### config.mk
export PLATFORM = sky130hd
export DESIGN_NAME = pxr_regs
export DESIGN_NICKNAME = d
export VERILOG_FILES = /design/src/pkg/pxr_pkg.sv /design/src/core/pxr_regs.sv
export VERILOG_INCLUDE_DIRS = /design/src /design/src/pkg
export SDC_FILE = /design/constraint.sdc
export NUM_CORES = 1
export LEC_CHECK = 0
export BUFFER_PORTS_ARGS = -buffer_cell sky130_fd_sc_hd__buf_2
export CAP_MARGIN = 20
export CORE_UTILIZATION = 45
export CTS_BUF_LIST = sky130_fd_sc_hd__clkbuf_16
export DETAILED_ROUTE_END_ITERATION = 6
export MAX_ROUTING_LAYER = met4
export PLACE_DENSITY = 0.67
export SLEW_MARGIN = 10
export SYNTH_ARGS = -nofsm -noshare
export SYNTH_HDL_FRONTEND = slang
export SYNTH_SLANG_ARGS = --single-unit
### constraint.sdc
create_clock -name CLK_I -period 2 [get_ports CLK_I]
set_input_delay 0.2 -clock CLK_I [delete_from_list [all_inputs] [get_ports CLK_I]]
set_output_delay 0.2 -clock CLK_I [all_outputs]
set_load 0.02 [all_outputs]
### src/pkg/pxr_defines.svh
// Purpose: Offsets, field positions, masks and reset values of the port register group.
// Assumes: Registers are 16 bits wide and addressed by a 5-bit register number.
// Notes: Included by the core and the testbench.
// Operation
// - Bypass bit 15 set disables the line transmitter; resets to zero.
// - Bypass bits 14 to 10 bypass coder, scrambler, descrambler, receive and transmit PCS.
// - Bypass bit 9 set skips the link fail inhibit timer.
// - Sticky bypass bit 7, default one, disables crossover correction at forced speeds.
// - Sticky bypass bit 6 disables non-compliant gigabit partner detection.
// - Sticky bypass bit 5 disables automatic pair swap correction under autonegotiation.
// - Sticky bypass bit 4 disables polarity inversion correction on every subchannel.
// - Sticky bypass bit 3, default one, honours advertised ability in parallel detect.
// - Bypass bit 2 disables the transmit pulse shaping filter; resets to zero.
// - Sticky bypass bit 1 stops automatic next-page exchange after the base page.
// - Three 8-bit error counters saturate at 255, reset to zero, clear on read.
// - Extended bit 15 bypasses the link integrity machine and forces link pass.
// - Sticky extended bit 14 disables jabber detection; resets to zero.
// - Sticky extended bits 13 and 12, default one, disable echo and quality test.
// - Extended bit 9 set keeps sticky bits over software reset, else they default.
// - Super-sticky bits, the retention enable among them, always survive software reset.
// - Status bit 8 end-of-frame error, bit 7 disconnect self-clear; bit 6 live link.
// - Extended bit 0 set broadcasts every management write to all ports.
// - During broadcast, reads return only the addressed port's contents.
`ifndef PXR_DEFINES_SVH
`define PXR_DEFINES_SVH
`define PXR_ADDR_BYPASS   5'h12
`define PXR_ADDR_RXERR    5'h13
`define PXR_ADDR_FCAR     5'h14
`define PXR_ADDR_LDISC    5'h15
`define PXR_ADDR_EXT      5'h16
`define PXR_BYP_RW_MASK   16'hFEFE
`define PXR_BYP_STICKY    16'h00FA
`define PXR_BYP_SUPER     16'h0000
`define PXR_BYP_RESET     16'h0088
`define PXR_EXT_RW_MASK   16'hFE01
`define PXR_EXT_STICKY    16'hFC01
`define PXR_EXT_SUPER     16'h0200
`define PXR_EXT_RESET     16'h3200
`define PXR_CNT_RESET     8'h00
`define PXR_CNT_MAX       8'hFF
`define PXR_BIT_TXDIS     15
`define PXR_BIT_RETAIN    9
`define PXR_BIT_EOF       8
`define PXR_BIT_TDISC     7
`define PXR_BIT_TLINK     6
`define PXR_BIT_BCAST     0
`endif

### src/pkg/pxr_pkg.sv
// Purpose: Types shared by the port register group.
// Assumes: Constants come from the defines header.
// Notes: Nothing here is imported.
package pxr_pkg;
	typedef logic [15:0] pxr_word_t;
	typedef logic [7:0]  pxr_cnt_t;
	typedef logic [4:0]  pxr_addr_t;
	typedef enum logic [1:0] {
		PXR_SQ_NORMAL,
		PXR_SQ_LOW,
		PXR_SQ_HIGH,
		PXR_SQ_RSVD
	} pxr_squelch_t;
endpackage

### src/core/pxr_regs.sv
// Purpose: One port's bypass, error counter and extended control/status registers.
// Assumes: Event inputs come from PHY logic on CLK_I; the management layer decodes the port.
// Notes: Read data is registered and appears one cycle after the read strobe.
`timescale 1ns/10ps
`include "pxr_defines.svh"
module pxr_regs (
	input  wire logic              CLK_I,
	input  wire logic              ARST_N_I,
	input  wire logic              SOFT_RST_I,
	input  wire logic              PORT_MATCH_I,
	input  wire logic              BCAST_ANY_I,
	input  wire pxr_pkg::pxr_addr_t REG_ADDR_I,
	input  wire pxr_pkg::pxr_word_t REG_WDATA_I,
	input  wire logic              REG_WR_I,
	input  wire logic              REG_RD_I,
	output pxr_pkg::pxr_word_t     REG_RDATA_O,
	input  wire logic              RX_ERR_I,
	input  wire logic              FALSE_CARRIER_I,
	input  wire logic              LINK_DISC_I,
	input  wire logic              EOF_ERR_I,
	input  wire logic              TEN_DISC_I,
	input  wire logic              TEN_LINK_I,
	output logic                   TX_DISABLE_O,
	output logic                   CODER_BYPASS_O,
	output logic                   SCRAMBLER_BYPASS_O,
	output logic                   DESCRAMBLER_BYPASS_O,
	output logic                   PCS_RX_BYPASS_O,
	output logic                   PCS_TX_BYPASS_O,
	output logic                   LFI_TIMER_BYPASS_O,
	output logic                   XOVER_FORCED_DIS_O,
	output logic                   NONCOMPLIANT_DET_DIS_O,
	output logic                   PAIR_SWAP_DIS_O,
	output logic                   POLARITY_CORR_DIS_O,
	output logic                   PARALLEL_HONOUR_O,
	output logic                   PULSE_SHAPE_DIS_O,
	output logic                   AUTO_NEXT_PAGE_DIS_O,
	output logic                   FORCE_LINK_PASS_O,
	output logic                   JABBER_DIS_O,
	output logic                   ECHO_DIS_O,
	output logic                   SQE_TEST_DIS_O,
	output pxr_pkg::pxr_squelch_t  SQUELCH_O,
	output logic                   BCAST_EN_O
);

	// ************************************************************
	// Access decode.
	// ************************************************************

	logic wr_ok;
	logic rd_ok;
	logic wr_byp;
	logic wr_ext;
	logic rd_rxe;
	logic rd_fcr;
	logic rd_ldc;
	logic rd_ext;

	assign wr_ok  = REG_WR_I && (PORT_MATCH_I || BCAST_ANY_I);
	assign rd_ok  = REG_RD_I && PORT_MATCH_I;
	assign wr_byp = wr_ok && (REG_ADDR_I == `PXR_ADDR_BYPASS);
	assign wr_ext = wr_ok && (REG_ADDR_I == `PXR_ADDR_EXT);
	assign rd_rxe = rd_ok && (REG_ADDR_I == `PXR_ADDR_RXERR);
	assign rd_fcr = rd_ok && (REG_ADDR_I == `PXR_ADDR_FCAR);
	assign rd_ldc = rd_ok && (REG_ADDR_I == `PXR_ADDR_LDISC);
	assign rd_ext = rd_ok && (REG_ADDR_I == `PXR_ADDR_EXT);

	// ************************************************************
	// Control registers with sticky handling.
	// ************************************************************

	function automatic pxr_pkg::pxr_word_t soft_val(input pxr_pkg::pxr_word_t cur,
			input pxr_pkg::pxr_word_t dflt, input pxr_pkg::pxr_word_t sticky,
			input pxr_pkg::pxr_word_t super_m, input logic retain);
		pxr_pkg::pxr_word_t keep;
		keep = super_m | (retain ? sticky : 16'h0000);
		soft_val = (cur & keep) | (dflt & ~keep);
	endfunction

	function automatic pxr_pkg::pxr_word_t wr_val(input pxr_pkg::pxr_word_t cur,
			input pxr_pkg::pxr_word_t wd, input pxr_pkg::pxr_word_t mask);
		wr_val = (wd & mask) | (cur & ~mask);
	endfunction

	pxr_pkg::pxr_word_t byp_reg;
	pxr_pkg::pxr_word_t byp_next;
	pxr_pkg::pxr_word_t ext_reg;
	pxr_pkg::pxr_word_t ext_next;
	logic               retain;

	assign retain   = ext_reg[`PXR_BIT_RETAIN];
	assign byp_next = SOFT_RST_I ? soft_val(byp_reg, `PXR_BYP_RESET, `PXR_BYP_STICKY,
			`PXR_BYP_SUPER, retain) :
			wr_byp ? wr_val(byp_reg, REG_WDATA_I, `PXR_BYP_RW_MASK) : byp_reg;
	assign ext_next = SOFT_RST_I ? soft_val(ext_reg, `PXR_EXT_RESET, `PXR_EXT_STICKY,
			`PXR_EXT_SUPER, retain) :
			wr_ext ? wr_val(ext_reg, REG_WDATA_I, `PXR_EXT_RW_MASK) : ext_reg;

	always_ff @(posedge CLK_I or negedge ARST_N_I) begin
		if (!ARST_N_I) begin
			byp_reg <= `PXR_BYP_RESET;
			ext_reg <= `PXR_EXT_RESET;
		end else begin
			byp_reg <= byp_next;
			ext_reg <= ext_next;
		end
	end

	// ************************************************************
	// Control outputs.
	// ************************************************************

	assign TX_DISABLE_O           = byp_reg[15];
	assign CODER_BYPASS_O         = byp_reg[14];
	assign SCRAMBLER_BYPASS_O     = byp_reg[13];
	assign DESCRAMBLER_BYPASS_O   = byp_reg[12];
	assign PCS_RX_BYPASS_O        = byp_reg[11];
	assign PCS_TX_BYPASS_O        = byp_reg[10];
	assign LFI_TIMER_BYPASS_O     = byp_reg[9];
	assign XOVER_FORCED_DIS_O     = byp_reg[7];
	assign NONCOMPLIANT_DET_DIS_O = byp_reg[6];
	assign PAIR_SWAP_DIS_O        = byp_reg[5];
	assign POLARITY_CORR_DIS_O    = byp_reg[4];
	assign PARALLEL_HONOUR_O      = byp_reg[3];
	assign PULSE_SHAPE_DIS_O      = byp_reg[2];
	assign AUTO_NEXT_PAGE_DIS_O   = byp_reg[1];
	assign FORCE_LINK_PASS_O      = ext_reg[15];
	assign JABBER_DIS_O           = ext_reg[14];
	assign ECHO_DIS_O             = ext_reg[13];
	assign SQE_TEST_DIS_O         = ext_reg[12];
	assign SQUELCH_O              = pxr_pkg::pxr_squelch_t'(ext_reg[11:10]);
	assign BCAST_EN_O             = ext_reg[`PXR_BIT_BCAST];

	// ************************************************************
	// Error counters and self-clearing status.
	// ************************************************************

	function automatic pxr_pkg::pxr_cnt_t cnt_step(input pxr_pkg::pxr_cnt_t cnt,
			input logic ev, input logic clr);
		if (clr) begin
			cnt_step = ev ? 8'h01 : `PXR_CNT_RESET;
		end else if (ev && (cnt != `PXR_CNT_MAX)) begin
			cnt_step = cnt + 8'h01;
		end else begin
			cnt_step = cnt;
		end
	endfunction

	pxr_pkg::pxr_cnt_t rxe_reg;
	pxr_pkg::pxr_cnt_t fcr_reg;
	pxr_pkg::pxr_cnt_t ldc_reg;
	pxr_pkg::pxr_cnt_t rxe_next;
	pxr_pkg::pxr_cnt_t fcr_next;
	pxr_pkg::pxr_cnt_t ldc_next;
	logic              eof_reg;
	logic              tdisc_reg;
	logic              eof_next;
	logic              tdisc_next;

	assign rxe_next   = cnt_step(rxe_reg, RX_ERR_I, rd_rxe || SOFT_RST_I);
	assign fcr_next   = cnt_step(fcr_reg, FALSE_CARRIER_I, rd_fcr || SOFT_RST_I);
	assign ldc_next   = cnt_step(ldc_reg, LINK_DISC_I, rd_ldc || SOFT_RST_I);
	assign eof_next   = EOF_ERR_I || (eof_reg && !rd_ext && !SOFT_RST_I);
	assign tdisc_next = TEN_DISC_I || (tdisc_reg && !rd_ext && !SOFT_RST_I);

	always_ff @(posedge CLK_I or negedge ARST_N_I) begin
		if (!ARST_N_I) begin
			rxe_reg   <= `PXR_CNT_RESET;
			fcr_reg   <= `PXR_CNT_RESET;
			ldc_reg   <= `PXR_CNT_RESET;
			eof_reg   <= 1'b0;
			tdisc_reg <= 1'b0;
		end else begin
			rxe_reg   <= rxe_next;
			fcr_reg   <= fcr_next;
			ldc_reg   <= ldc_next;
			eof_reg   <= eof_next;
			tdisc_reg <= tdisc_next;
		end
	end

	// ************************************************************
	// Read path.
	// ************************************************************

	pxr_pkg::pxr_word_t ext_view;
	pxr_pkg::pxr_word_t rd_sel;
	pxr_pkg::pxr_word_t rdata_reg;
	pxr_pkg::pxr_word_t rdata_next;

	assign ext_view = (ext_reg & `PXR_EXT_RW_MASK) | {7'h00, eof_reg, tdisc_reg, TEN_LINK_I,
			6'h00};
	assign rd_sel = (REG_ADDR_I == `PXR_ADDR_BYPASS) ? (byp_reg & `PXR_BYP_RW_MASK) :
			(REG_ADDR_I == `PXR_ADDR_RXERR) ? {8'h00, rxe_reg} :
			(REG_ADDR_I == `PXR_ADDR_FCAR) ? {8'h00, fcr_reg} :
			(REG_ADDR_I == `PXR_ADDR_LDISC) ? {8'h00, ldc_reg} :
			(REG_ADDR_I == `PXR_ADDR_EXT) ? ext_view : 16'h0000;
	assign rdata_next = rd_ok ? rd_sel : 16'h0000;

	always_ff @(posedge CLK_I or negedge ARST_N_I) begin
		if (!ARST_N_I) begin
			rdata_reg <= 16'h0000;
		end else begin
			rdata_reg <= rdata_next;
		end
	end

	assign REG_RDATA_O = rdata_reg;
endmodule

Word-level counts from Yosys, hierarchy flattened
Index checks and enable logic that the tools add are counted.
{"block": "totals", "register_bits": 74, "input_bits": 34, "output_inout_bits": 37}
{"block": "op_classes", "add_sub_neg": 3, "eq_ne": 8, "muxes": 21, "bitwise": 9, "reduce_logical": 28}
{"cell": "2-to-1 mux 16 bit", "n": 11}
{"cell": "2-to-1 mux 8 bit", "n": 7}
{"cell": "bitwise OR 16 x 9 -> 16 bit", "n": 3}
{"cell": "equality test 5 bit, second input constant", "n": 5}
{"cell": "adder 8 x 1 -> 8 bit, second input constant", "n": 3}
{"cell": "inequality test 8 bit, second input constant", "n": 3}
{"cell": "AND 16 bit", "n": 1}
{"cell": "AND 16 x 8 -> 16 bit", "n": 1}
{"cell": "bitwise OR 16 x 14 -> 16 bit", "n": 1}
{"cell": "bitwise OR 16 x 8 -> 16 bit", "n": 1}
{"cell": "logical AND 1 bit", "n": 15}
{"cell": "inverter 14 bit", "n": 1}
{"cell": "nonzero test 2 bit", "n": 5}
{"cell": "inverter 8 bit", "n": 1}
{"cell": "logical OR 1 bit", "n": 6}
{"cell": "2-to-1 mux 1 bit", "n": 3}
{"cell": "logical NOT 1 bit", "n": 2}

Depth between registers and ports, before layout
{"block": "depth", "ltp_word": 7, "depth_mapped": 7, "ltp_nobuf": 5}

Worst setup path after synthesis
No wires, ideal clock.
{"block": "synth_timing", "path_kind": "register -> register", "from": "register ldc_reg[0]", "to": "register ldc_reg[7]", "setup_time_ns": 0.119, "arrival_ns": 1.468, "t_required_ns": 1.881, "slack_ns": 0.414, "path_stages_with_launch": 6, "period_less_slack_ns": 1.586, "cell_sequence": "dfrtp_1 -> ha_1 -> and4_1 -> a2111oi_2 -> xnor2_1 -> nor2_1"}
{"block": "synth_via", "elab_chain_cells": 3}
{"item": "start: declaration", "line_no": "pxr_regs.sv:150", "text": "pxr_pkg::pxr_cnt_t ldc_reg;"}
{"item": "start signal: assignment", "line_no": "pxr_regs.sv:169", "text": "ldc_reg <= `PXR_CNT_RESET;"}
{"item": "start signal: assignment", "line_no": "pxr_regs.sv:175", "text": "ldc_reg <= ldc_next;"}
{"item": "adder 8 x 1 -> 8 bit or inequality test 8 bit (tied branches)"}
{"item": "2-to-1 mux 8 bit or logical AND 1 bit (tied branches)", "line_no": "pxr_regs.sv:141", "text": "end else if (ev && (cnt != `PXR_CNT_MAX)) begin"}
{"item": "2-to-1 mux 8 bit or nonzero test 2 bit (tied branches)"}
Parallel ways exist; a longest one is shown, timed or not. The select of a mux whose other input is x is not followed.
A chain may end at the register's enable or synchronous reset.

Final worst setup path
Same ends and word-level chain as after synthesis.

==> flow_summary.toml <==
[floorplanning]
die_h_um = 86.6
core_region_area_sq_um = 6870
num_rows = 30
die-width_um = 86.6
start_util_pct = 46.9
dieArea_sq_um = 7510
io_pins = 71

[min_path]
min_to = "eof_reg$_DFF_PN0_"
hold_class = "primary input to flip-flop"
min_from = "EOF_ERR_I"
hold_depth = 2

[pwr]
power_density_nw_per_um2 = 797
ir_worst_vdd_uv = 427
p_leak_nw = 1.84

[timing]
relSlewSlack_pct = 57.4
hold_viol = 0
max_freq_ghz = 0.574
period_needed_ns = 1.74
setup_viol = 0
clock_skew_ns = 0.00382
tightest_slew_ns = 0.636
slew_viol_final = 0
post-route-period-util_pct = 87.1
rsz0062_at_grt = "no"
finalSetupTns_ns = 0

[clock_network]
cts_setup_buffers = 0
clockRootBuffer = "clkbuf_16"
cts_tree = "built"
cts_sinks = 64
numCtsBuffers = 9
clk_latency_ns = 0.33
path_clk_slew_ns = 0.05
clockBufferDepth = 2
cts_max_level = 3

[cells_and_area]
final_cells = 483
mostFrequentLayoutCells = "69 x buf_2, 59 x dfrtp_1, 32 x nand2_1"
areaGrowthSynthToFinish_pct = 22.7
largest_register_ffs = 16
num_antenna_cells = 0
final_layout_size_suffix_gt1_share_pct = 29.2
layout_commonest_cell = "buf_2"
fin_nets = 419

[critical_path]
r2r_cells = 5
r2r_setup_slack_ns = 0.26
path_max_fanout = 6
cp_data_required_time_ns = 2.22
worst_r2r_startpoint = "ldc_reg[0]$_DFFE_PN0P_"
r2r-end = "ldc_reg[7]$_DFFE_PN0P_"
crit_type = "flip-flop to flip-flop"
cp.arrival_ns = 1.96
end_kind = "flip-flop"
start_kind = "flip-flop"

[synthesis]
synth_compound_area_share_pct = 21.5
yosys-top-cells-area = "dfrtp_1 46%, dfstp_2 4.1%, nand2_1 3.7%"
synth_xor_area_share_pct = 1.90
syn_area_sq_um = 3220
syn_nets = 348
synth-edff-count = 0
yosysWarnings = 0
async_reset_ff_share_pct = 100
synth_top_area_share_pct = 45.8
synth_cell_types = 59
synth_cells = 311
avgSynthCellArea_sq_um = 10.4
synthAdderAreaFrac_pct = 1.16
synth-simple-area-share_pct = 18.4
synth_top_family_by_area = "compound AO/OA/AOI/OAI gates"
synth_top_area_cell = "dfrtp_1"
synth.mux.area_fraction_pct = 3.38
ys_seq_area_share_pct = 49.9
ys.flop_type = "dfrtp_1"
ys_seq_elements = 64

[global_routing]
grtUsageTotal_pct = 23.4
grt_pass1_vias = 2618
grt_overflow = 0
grt_pass1_wl_mm = 13.0
grt_antenna_before_repair = 0
grt_max_degree = 65

[place]
dpl.hpwl_mm = 5.60
dp.cells = 466
gp_congestion = 0.846
numPortBuffers = 69

[routing]
ant_nets = 0
route.detailed.drc = 0
wire_per_inst_um = 16.4
via_count = 2708
initialDrtViolationCount = 194
drtPass1Iterations = 5
totalWireLength_mm = 7.93
vias_per_cell = 5.61

[run_status]
status = "completed"

[flow_run]
drv_cap = 0
[power breakdown]
group	internal [mW]	switching [mW]
logic	0.100	0.150
clock network	0.963	0.574
registers	1.33	0.0376
[metrics by stage]
stage	area (sq um)	hold WS [ns]	util [%]	power (mW)	worst slack (ns)
final	3960	0.0553	57.6	3.15	0.258
after global routing	3960	0.0735	57.6	3.26	0.181
after CTS	3960	0.0497	57.6	3.17	0.261
after detailed placement	3650	0.241	53.1	1.63	0.267
after global placement	3650	0.239	53.1	1.63	0.326
after floorplan	3220	-0.0956	-	1.52	0.414
[cell families after synthesis]
logic type	count (synthesis)
AND/OR/NAND/NOR	111
adder cells (fa/ha/maj)	3
AO/OA/AOI/OAI	95
buffers and inverters	21
multiplexers	10
flip-flops	64
XOR/XNOR	7
[repair_timing]
| action | in CTS | in global routing |
|---|---|---|
| hold endpoints to repair | 59 | 0 |
| hold buffers | 1 | 0 |
| resized for setup | 0 | 0 |
[cells in the mapped netlist, types with 3 or more instances]
cell type / instances
dfrtp_1: 59
a21oi_1: 13
nor2b_1: 3
buf_4: 6
a21o_1: 3
and2_1: 4
o211a_1: 5
or3_1: 3
and4_1: 5
nand2_1: 32
a211oi_1: 5
and3_1: 4
a31oi_1: 3
a22oi_1: 7
inv_1: 4
nand4_1: 6
a22o_1: 8
dfstp_2: 5
xor2_1: 3
mux2_2: 3
a32oi_1: 3
o21ai_1: 3
buf_2: 5
mux2i_1: 6
nand3_1: 9
nor2_1: 28
nand2b_1: 3
xnor2_1: 4
clkbuf_1: 3
a311oi_1: 4
ha_1: 3
o21ai_0: 22
[how the worst max path moves through the flow]
stage,startpoint,endpoint,slack [ns],cells past startpoint
after floorplan,ldc_reg[0]$_DFFE_PN0P_,ldc_reg[7]$_DFFE_PN0P_,0.41,5
after global routing,ldc_reg[0]$_DFFE_PN0P_,ldc_reg[7]$_DFFE_PN0P_,0.18,5
after CTS,ldc_reg[0]$_DFFE_PN0P_,ldc_reg[7]$_DFFE_PN0P_,0.26,5
after detailed placement,ldc_reg[0]$_DFFE_PN0P_,ldc_reg[7]$_DFFE_PN0P_,0.27,5
final,ldc_reg[0]$_DFFE_PN0P_,ldc_reg[7]$_DFFE_PN0P_,0.26,5
after global placement,ldc_reg[0]$_DFFE_PN0P_,ldc_reg[7]$_DFFE_PN0P_,0.33,5
[per-layer routing]
| layer | share of wire, % | track usage (%) | up-vias |
|---|---|---|---|
| met5 | 0 | - | - |
| met4 | 1.4 | 6.36 | 0 |
| met3 | 5.4 | 6.38 | 9 |
| met2 | 46 | 34.7 | 76 |
| met1 | 47 | 31.6 | 1324 |
| li1 | - | - | 1299 |
[worst max-delay path, cell delays in order, from the launching register on]
cell and delay, ns:
dfrtp_1 0.44, ha_1 0.29, and4_1 0.27, a2111oi_2 0.41, xnor2_1 0.16, nor2_1 0.05
[area by class of cell]
cell class	instances	area, sq um
fillers	602	2910
flip-flops and latches	64	1610
multi-input cells	226	1490
repair buffers	77	420
clock buffers	9	225
well taps	96	120
clock inverters	7	72.6
inverters	4	15.0
Power figures use the tool's default switching activity.
